### src/logic/mem_model_consts.svh
`ifndef MEM_MODEL_CONSTS_SVH
`define MEM_MODEL_CONSTS_SVH

// Carrier sizing: the link has room for the most ports; model data and address widths must equal these
`define MAX_PORTS      5
`define DATA_W         32
`define ADDR_W         16
`define BEAT_W         8

// Default model configuration
`define NUM_WR_PORTS   2
`define NUM_RD_PORTS   2
`define WAIT_STATES    2
`define READ_LATENCY   4
`define MEM_SIZE_BYTES 1024
`define MEM_OFFSET     256

// Legal configuration limits
`define MAX_WAIT       10
`define MAX_LATENCY    255
`define MAX_ADDR_W     32

`endif

### src/logic/mem_types_pkg.sv
`include "mem_model_consts.svh"

package mem_types_pkg;

   typedef logic [`DATA_W-1:0] word_t;
   typedef logic [`ADDR_W-1:0] loc_t;
   typedef logic [`BEAT_W-1:0] beats_t;

   typedef enum logic [0:0] {
      WR_IDLE,
      WR_SEND
   } wr_phase_t;

   typedef enum logic [1:0] {
      RD_IDLE,
      RD_ASK,
      RD_WAIT
   } rd_phase_t;

endpackage : mem_types_pkg

### src/logic/mem_link_if.sv
`timescale 1ns/1ns
`include "mem_model_consts.svh"

interface mem_link_if;
   import mem_types_pkg::*;

   word_t  wr_port_payload    [`MAX_PORTS];
   loc_t   wr_port_location   [`MAX_PORTS];
   logic   wr_port_request    [`MAX_PORTS];
   beats_t wr_port_beat_count [`MAX_PORTS];
   logic   wr_port_stall      [`MAX_PORTS];
   loc_t   rd_port_location   [`MAX_PORTS];
   logic   rd_port_request    [`MAX_PORTS];
   beats_t rd_port_beat_count [`MAX_PORTS];
   logic   rd_port_stall      [`MAX_PORTS];
   word_t  rd_port_payload    [`MAX_PORTS];
   logic   rd_port_payload_ok [`MAX_PORTS];

   modport model (
      input  wr_port_payload,
      input  wr_port_location,
      input  wr_port_request,
      input  wr_port_beat_count,
      output wr_port_stall,
      input  rd_port_location,
      input  rd_port_request,
      input  rd_port_beat_count,
      output rd_port_stall,
      output rd_port_payload,
      output rd_port_payload_ok
   );

   modport master (
      output wr_port_payload,
      output wr_port_location,
      output wr_port_request,
      output wr_port_beat_count,
      input  wr_port_stall,
      output rd_port_location,
      output rd_port_request,
      output rd_port_beat_count,
      input  rd_port_stall,
      input  rd_port_payload,
      input  rd_port_payload_ok
   );

endinterface : mem_link_if

### src/logic/mem_master.sv
`timescale 1ns/1ns
`include "mem_model_consts.svh"

module mem_master #(
   parameter int WR_SEL = 0,
   parameter int RD_SEL = 0
) (
   input  wire logic                  clock,
   input  wire logic                  rst_n,
   mem_link_if.master                 link,
   input  wire logic                  wr_go,
   input  wire mem_types_pkg::loc_t   wr_addr,
   input  wire mem_types_pkg::beats_t wr_beats,
   input  wire mem_types_pkg::word_t  wr_data,
   output logic                       wr_busy,
   output logic                       wr_beat,
   input  wire logic                  rd_go,
   input  wire mem_types_pkg::loc_t   rd_addr,
   input  wire mem_types_pkg::beats_t rd_beats,
   output logic                       rd_busy,
   output mem_types_pkg::word_t       rd_data,
   output logic                       rd_data_ok
);
   import mem_types_pkg::*;

   function automatic beats_t at_least_one(input beats_t count);
      return (count == 8'h00) ? 8'h01 : count;
   endfunction : at_least_one

   wr_phase_t wr_phase;
   rd_phase_t rd_phase;
   beats_t    wr_left;
   beats_t    rd_left;

   ////////////////////////////////////////////////////////////////////////
   // Write burst; a stalled beat keeps request, address and data still

   always_ff @(posedge clock) begin : write_side
      if (!rst_n) begin
         wr_phase <= WR_IDLE;
         wr_left  <= 8'h00;
         wr_busy  <= 1'b0;
         wr_beat  <= 1'b0;
         for (int p = 0; p < `MAX_PORTS; p++) begin
            link.wr_port_request[p]    <= 1'b0;
            link.wr_port_location[p]   <= '0;
            link.wr_port_beat_count[p] <= 8'h00;
            link.wr_port_payload[p]    <= '0;
         end
      end else begin
         wr_beat <= 1'b0;
         case (wr_phase)
            WR_IDLE: begin
               if (wr_go) begin
                  link.wr_port_request[WR_SEL]    <= 1'b1;
                  link.wr_port_location[WR_SEL]   <= wr_addr;
                  link.wr_port_payload[WR_SEL]    <= wr_data;
                  link.wr_port_beat_count[WR_SEL] <= at_least_one(wr_beats);
                  wr_left                         <= at_least_one(wr_beats);
                  wr_busy                         <= 1'b1;
                  wr_phase                        <= WR_SEND;
               end
            end
            WR_SEND: begin
               if (!link.wr_port_stall[WR_SEL]) begin
                  wr_beat <= 1'b1;
                  if (wr_left == 8'h01) begin
                     link.wr_port_request[WR_SEL] <= 1'b0;
                     wr_busy                      <= 1'b0;
                     wr_phase                     <= WR_IDLE;
                  end else begin
                     link.wr_port_payload[WR_SEL] <= wr_data;
                  end
                  wr_left <= wr_left - 8'h01;
               end
            end
            default: wr_phase <= WR_IDLE;
         endcase
      end
   end

   ////////////////////////////////////////////////////////////////////////
   // Read burst

   always_ff @(posedge clock) begin : read_side
      if (!rst_n) begin
         rd_phase <= RD_IDLE;
         rd_left  <= 8'h00;
         rd_busy  <= 1'b0;
         for (int p = 0; p < `MAX_PORTS; p++) begin
            link.rd_port_request[p]    <= 1'b0;
            link.rd_port_location[p]   <= '0;
            link.rd_port_beat_count[p] <= 8'h00;
         end
      end else begin
         if (link.rd_port_payload_ok[RD_SEL] && rd_left != 8'h00)
            rd_left <= rd_left - 8'h01;
         case (rd_phase)
            RD_IDLE: begin
               if (rd_go) begin
                  link.rd_port_request[RD_SEL]    <= 1'b1;
                  link.rd_port_location[RD_SEL]   <= rd_addr;
                  link.rd_port_beat_count[RD_SEL] <= at_least_one(rd_beats);
                  rd_left                         <= at_least_one(rd_beats);
                  rd_busy                         <= 1'b1;
                  rd_phase                        <= RD_ASK;
               end
            end
            RD_ASK: begin
               if (!link.rd_port_stall[RD_SEL]) begin
                  link.rd_port_request[RD_SEL] <= 1'b0;
                  rd_phase                     <= RD_WAIT;
               end
            end
            RD_WAIT: begin
               if (link.rd_port_payload_ok[RD_SEL] && rd_left == 8'h01) begin
                  rd_busy  <= 1'b0;
                  rd_phase <= RD_IDLE;
               end
            end
            default: rd_phase <= RD_IDLE;
         endcase
      end
   end

   // Returned words leave one cycle after the strobe, each flagged
   always_ff @(posedge clock) begin : read_return
      if (!rst_n) begin
         rd_data    <= '0;
         rd_data_ok <= 1'b0;
      end else begin
         rd_data_ok <= link.rd_port_payload_ok[RD_SEL] && rd_left != 8'h00;
         rd_data    <= link.rd_port_payload[RD_SEL];
      end
   end

endmodule : mem_master

### src/flat_wrapper.sv
// flat-port wrapper written by rule: the top's interface ports become plain ports
module mem_master_flat import mem_types_pkg::*;
#(
   parameter int WR_SEL = 0,
   parameter int RD_SEL = 0
)
  (clock, rst_n, wr_go, wr_addr, wr_beats, wr_data, wr_busy, wr_beat, rd_go, rd_addr, rd_beats, rd_busy, rd_data, rd_data_ok, link_wr_port_payload, link_wr_port_location, link_wr_port_request, link_wr_port_beat_count, link_wr_port_stall, link_rd_port_location, link_rd_port_request, link_rd_port_beat_count, link_rd_port_stall, link_rd_port_payload, link_rd_port_payload_ok);
  mem_link_if link_i ();
  input  wire logic clock;
  input  wire logic rst_n;
  input  wire logic wr_go;
  input  wire mem_types_pkg::loc_t wr_addr;
  input  wire mem_types_pkg::beats_t wr_beats;
  input  wire mem_types_pkg::word_t wr_data;
  output logic wr_busy;
  output logic wr_beat;
  input  wire logic rd_go;
  input  wire mem_types_pkg::loc_t rd_addr;
  input  wire mem_types_pkg::beats_t rd_beats;
  output logic rd_busy;
  output mem_types_pkg::word_t rd_data;
  output logic rd_data_ok;
  output wire logic [$bits(link_i.wr_port_payload)-1:0] link_wr_port_payload;
  output wire logic [$bits(link_i.wr_port_location)-1:0] link_wr_port_location;
  output wire logic [$bits(link_i.wr_port_request)-1:0] link_wr_port_request;
  output wire logic [$bits(link_i.wr_port_beat_count)-1:0] link_wr_port_beat_count;
  input wire logic [$bits(link_i.wr_port_stall)-1:0] link_wr_port_stall;
  output wire logic [$bits(link_i.rd_port_location)-1:0] link_rd_port_location;
  output wire logic [$bits(link_i.rd_port_request)-1:0] link_rd_port_request;
  output wire logic [$bits(link_i.rd_port_beat_count)-1:0] link_rd_port_beat_count;
  input wire logic [$bits(link_i.rd_port_stall)-1:0] link_rd_port_stall;
  input wire logic [$bits(link_i.rd_port_payload)-1:0] link_rd_port_payload;
  input wire logic [$bits(link_i.rd_port_payload_ok)-1:0] link_rd_port_payload_ok;
  assign link_wr_port_payload = {>>{link_i.wr_port_payload}};
  assign link_wr_port_location = {>>{link_i.wr_port_location}};
  assign link_wr_port_request = {>>{link_i.wr_port_request}};
  assign link_wr_port_beat_count = {>>{link_i.wr_port_beat_count}};
  assign link_i.wr_port_stall = {>>{link_wr_port_stall}};
  assign link_rd_port_location = {>>{link_i.rd_port_location}};
  assign link_rd_port_request = {>>{link_i.rd_port_request}};
  assign link_rd_port_beat_count = {>>{link_i.rd_port_beat_count}};
  assign link_i.rd_port_stall = {>>{link_rd_port_stall}};
  assign link_i.rd_port_payload = {>>{link_rd_port_payload}};
  assign link_i.rd_port_payload_ok = {>>{link_rd_port_payload_ok}};
  mem_master #(.WR_SEL(WR_SEL), .RD_SEL(RD_SEL)) u_core (.clock(clock), .rst_n(rst_n), .link(link_i), .wr_go(wr_go), .wr_addr(wr_addr), .wr_beats(wr_beats), .wr_data(wr_data), .wr_busy(wr_busy), .wr_beat(wr_beat), .rd_go(rd_go), .rd_addr(rd_addr), .rd_beats(rd_beats), .rd_busy(rd_busy), .rd_data(rd_data), .rd_data_ok(rd_data_ok));
endmodule
### config.mk
export PLATFORM = sky130hd
export DESIGN_NAME = mem_master_flat
export DESIGN_NICKNAME = d
export VERILOG_FILES = /design/src/logic/mem_types_pkg.sv /design/src/logic/mem_link_if.sv /design/src/logic/mem_master.sv /design/src/flat_wrapper.sv
export VERILOG_INCLUDE_DIRS = /design/src /design/src/logic
export SDC_FILE = /design/constraint.sdc
export NUM_CORES = 1
export LEC_CHECK = 0
export CORE_AREA = 2 2 277 279
export DETAILED_ROUTE_END_ITERATION = 6
export DIE_AREA = 0 0 279 281
export DONT_BUFFER_PORTS = 1
export PLACE_DENSITY = 0.3
export SYNTH_ARGS = -nofsm -noshare
export SYNTH_HDL_FRONTEND = slang
export SYNTH_SLANG_ARGS = --single-unit
### constraint.sdc
create_clock -name clock -period 2.3 [get_ports clock]
set_input_delay 0.345 -clock clock [delete_from_list [all_inputs] [get_ports clock]]
set_output_delay 0.345 -clock clock [all_outputs]
set_load 0.02 [all_outputs]
# Word level (Yosys, flattened, before mapping)
# Cells that the tools add are included.
# word_totals
regBits,136
inputBits,259
output_inout_bits,446
wordCells,76
# op_classes
addsub,2
n_eq_ne,11
n_mux,30
n_bitwise,1
n_reduce_logical,17
# op_table
operator,count
32-bit 2-to-1 mux,3
32-bit case mux with 2 select lines,1
8-bit 2-to-1 mux,7
8-bit by 1-bit == test with 1-bit output (second input constant),2
8-bit zero test,2
8-bit case mux with 2 select lines,1
8-bit by 1-bit subtractor with 8-bit output (second input constant),2
3-bit AND reduction,5
2-bit inequality test (second input constant),6
1-bit 2-to-1 mux,10
1-bit case mux with 2 select lines,4
2-bit AND reduction,4
8-bit nonzero test,1
2-bit 2-to-1 mux,3
2-bit case mux with 3 select lines,1
2-bit nonzero test,2
2-bit by 1-bit == test with 1-bit output (second input constant),1
2-bit == test (second input constant),1
1-bit logical AND,2
2-bit zero test,1
2-bit by 1-bit inequality test with 1-bit output (second input constant),1
1-bit inverter,1

# Depth between registers and ports, before layout
# logic_depth
depth_word,5
ltp_mapped,6
depth_no_buf,6

# Worst setup path before layout
# No wires, ideal clock.
# synth_timing
kind,reg-to-reg
from,register u_core.rd_left[0]
to,register u_core.rd_left[1]
setup_time_ns,0.070
arrival_time_ns,1.537
required_ns,2.230
path_slack_ns,0.693
path_stages_with_launch,7
path_buffers,0
period_less_slack_ns,1.607
cell_sequence,dfxtp_1 -> inv_1 -> ha_1 -> nor2b_1 -> a31oi_1 -> mux2_2 -> a21oi_1
# synth_between
elab_chain_cells,5
elab_cells_between_ends,6
cone_classes,add/sub: 1; mux: 3; reduce/logical: 2
# synth_rtl
element,line_no,source
start: declaration,mem_master.sv:33,beats_t rd_left;
start signal: assignment,mem_master.sv:97,rd_left <= rd_left - 8'h01;
start signal: assignment,mem_master.sv:104,rd_left <= at_least_one(rd_beats);
branches (longest 2 deep; another with 8-bit by 1-bit subtractor with 8-bit output),n/a,
8-bit 2-to-1 mux (*),mem_master.sv:96,if (link.rd_port_payload_ok[RD_SEL] && rd_left != 8'h00)
8-bit 2-to-1 mux,mem_master.sv:100,if (rd_go) begin
8-bit 2-to-1 mux (*),mem_master.sv:98,case (rd_phase)
# Mark *: on every way between the ends.
# A chain may end at the register's enable or synchronous reset.

# Worst setup path in the final report
# layout_timing
from,register u_core.wr_left[3]
to,register u_core.link.wr_port_payload[143]
# layout_between
elab_chain_cells,3
# layout_rtl
element,line_no,source
start: declaration,mem_master.sv:32,beats_t wr_left;
start signal: assignment,mem_master.sv:59,wr_left <= at_least_one(wr_beats);
start signal: assignment,mem_master.sv:74,wr_left <= wr_left - 8'h01;
8-bit by 1-bit == test with 1-bit output,mem_master.sv:67,if (wr_left == 8'h01) begin
2-bit inequality test (no line),n/a,
3-bit AND reduction (no line),n/a,
end signal: indexed assignment,mem_master.sv:57,link.wr_port_payload[WR_SEL] <= wr_data;
end signal: indexed assignment,mem_master.sv:72,link.wr_port_payload[WR_SEL] <= wr_data;
end: declaration,mem_link_if.sv:34,"output wr_port_payload,"
# No other way between the ends.

==> summary.txt <==
Outcome
  • Status: finished, final reports clean

Layout
  • Most frequent cells in the layout: conb_1, nand2_1, dlygate4sd3_1, dfxtp_1, a21oi_1
  • Antenna cells: 0
  • Share of cells above drive strength 1: 4.79%
  • NumNets Final: 1337
  • Layout fillers: just under 9000
  • Layout area overhead: 30.7%
  • Most common cell after layout, fill and taps aside: conb_1
  • Final core occ: roughly an eighth
  • Fin cells: around 2100

Critical path
  • Critical path capture point type: flop
  • Critical Path Start Type: flop
  • CP max-delay cell: dlygate4sd3_1
  • Worst path cell trace: nor4_4, nand3_4, a21oi_4, buf_12, mux2i_1, dlygate4sd3_1
  • Max FO, Critical Path: 32
  • Req. time, crit path: 2.72 ns
  • Critical Path AT: approximately 2.6 ns
  • Buf/Inv on CP: 2
  • WS Path Type: flop to flop
  • Crit-path leading delay family: buffers and inverters
  • Worst path max stage delay: about 0.56 ns

Floorplanning
  • Die ar.: about 78000 sq um
  • Core area: roughly 75000 sq um
  • Initial Util: approximately 10%
  • Std cell rows: between 100 and 150
  • Die width: 279 um
  • Die H: 281 um
  • Io pins: just over 700

Place
  • RD Place Congestion: approximately 0.66
  • Placed insts: roughly 1900
  • DP Worst Slack: between 0.4 and 0.5 ns
  • Post-DP HPWL: roughly 17 mm
  • Port Buffers: 0

Timing
  • Measured slew at the worst slew-check pin: ~0.94 ns
  • Setup-violating endpoint count in the final report: 0
  • Minimum clock period: between 2 and 2.5 ns
  • F_max: ~0.45 GHz
  • Post-route setup slack: approximately 0.092 ns
  • Max-slew headroom: between 30% and 40%
  • Max-slew violations: 0
  • Worst Skew: around 0.011 ns
  • Total negative setup slack: 0 ns
  • Unrepaired setup endpoints after global routing: false
  • Hold Violations, Final: 0
  • Tcrit/Tclk final: between 90% and 100%

Synth
  • Seq/Total Area, Yosys: 35.9%
  • Number of flops mapped to enable cells by yosys: 0
  • Avg Inst Size Synth: 8.38 sq um
  • Cells after Synth: approximately 900
  • Synth warnings: 0
  • Top cell type's share of synthesized area: a little over a third
  • Register bit count reported by yosys: roughly 140
  • Async set-or-reset flop fraction in the synthesized netlist: 0%
  • Yosys cell types: 48
  • Synth Cell Area: 7570 sq um
  • Post-synth top flop: dfxtp_1
  • Synth area leaders: dfxtp_1, buf_4, nand2_1
  • Cell taking the most area after synthesis: dfxtp_1

GRT
  • Vias in the first global route: just under 5000
  • Overflow after GRT: 0
  • First-pass GRT wire length: around 32 mm
  • Largest net degree at the start of global routing: 98
  • Initial antenna violation count: 2
  • GRT Util Overall: 5.92%

Power and ir drop
  • Worst vdd ir: about 450 uV
  • Leak pwr: roughly 4.4 nW
  • PwrDens: between 700 and 800 nW/um^2

Routing
  • Vias post-DR: 5483
  • # DRC: 0
  • DR WL/cell: between 10 and 15 um
  • DRT iter0 DRCs: roughly 170
  • DRT Pass-1 Iters: 4
  • Via density: around 2.7
  • Post-route ant nets: 0
  • Final WL: 24.5 mm

Run
  • Max Cap Viol: 0

Worst hold path
  • Worst min-delay path class: input pin to flop

Clocking
  • Post-CTS Setup Inserts: 0
  • Clock slew seen by the registers of the worst setup and hold paths: ~0.070 ns
  • Root buffer cell: clkbuf_16
  • CTS sink count: 136
  • Clk_lat worst skew: around 0.47 ns
  • Clk buf depth: 2
  • CTS buffer count: 17
  • CTS tree: done
  • CTS H-Tree Depth: 4
[registers in the layout, indices dropped and copies added, names as in the netlist, 2 cells and up]
signal and flops:
u_core.rd_data 32, u_core.link.rd_port_location 16, u_core.link.rd_port_beat_count 8, u_core.wr_left 8, u_core.link.wr_port_location 16, u_core.link.wr_port_payload 32
u_core.rd_phase 2, u_core.rd_left 8, u_core.link.wr_port_beat_count 8
[routing by layer]
metal	track usage, %	vias to the layer above	wire length (um)
met2	9.19	331	11500
met5	0	-	13
met4	2.48	2	442
li1	-	2579	-
met1	6.89	2546	10100
met3	2.95	25	2460
[area by class of cell]
| class | instances | area (sq um) | area share, % |
|---|---|---|---|
| Multi-Input combinational cell | 723 | 3410 | 34.4 |
| Sequential cell | 136 | 2730 | 27.6 |
| Timing Repair Buffer | 187 | 1930 | 19.5 |
| Tap cell | 978 | 1220 | 12.4 |
| Clock buffer | 21 | 460 | 4.65 |
| Clock inverter | 10 | 120 | 1.21 |
| Inverter | 8 | 30.0 | 0.303 |
[repair_timing]
| item | in CTS | in global routing |
|---|---|---|
| resized for setup | 0 | 17 |
| endpoints found under the hold margin | 101 | 0 |
| setup endpoints to repair | 0 | 25 |
| hold buffers | 176 | 0 |
[power by group]
part	internal, mW	switching [mW]	total, mW	leakage, nW
Sequential	2.53	0.318	2.85	1.12
Combinational	0.446	0.861	1.31	3.00
Clock	1.65	1.19	2.84	0.280
[Yosys cell counts (2+ instances only)]
library cell and n:
nor3_1 5, a311oi_1 3, nor2_1 17, dfxtp_1 136
nand2b_1 5, nand2_1 163, and2_1 33, o21ai_0 17
nand3_1 4, clkbuf_1 25, nor2b_1 5, buf_4 329
buf_12 3, inv_1 8, a211oi_1 2, ha_1 5
nor4_1 3, a21oi_1 68, and3_1 2, mux2i_1 36
buf_1 6, a31oi_1 3
[final timing paths]
kind                                           startpoint                                to  slack, ns  cells after the start
worst max-delay path                    u_core.wr_left[3]  u_core.link.wr_port_payload[143]       0.09                      6
worst min-delay path            link_rd_port_payload[142]                u_core.rd_data[14]       0.07                      1
worst max register to register          u_core.wr_left[3]  u_core.link.wr_port_payload[143]       0.09                      6
worst min register to register          u_core.wr_left[6]                 u_core.wr_left[6]       0.52                      2
[kinds of logic after synthesis]
family	synth area share [%]
flip-flops	35.9
other	0.0495
multiplexers	4.91
AND/OR/NAND/NOR	15.2
XOR/XNOR	0.116
adder cells (fa/ha/maj)	0.826
AO/OA/AOI/OAI	7.52
buffers and inverters	35.4
[through the flow]
| stage | cell area, sq um | hold slack, ns | power (mW) |
|---|---|---|---|
| 2_1_floorplan | 8800 | 0.472 | 4.18 |
| 3_3_place_gp | 7520 | 0.472 | 3.93 |
| 3_5_place_dp | 7520 | 0.475 | 3.94 |
| 4_1_cts | 9860 | 0.00149 | 7.17 |
| 5_1_grt | 9900 | 0.0240 | 7.40 |
| 6_report | 9900 | 0.0670 | 6.99 |
(Power assumes the default switching activity.)
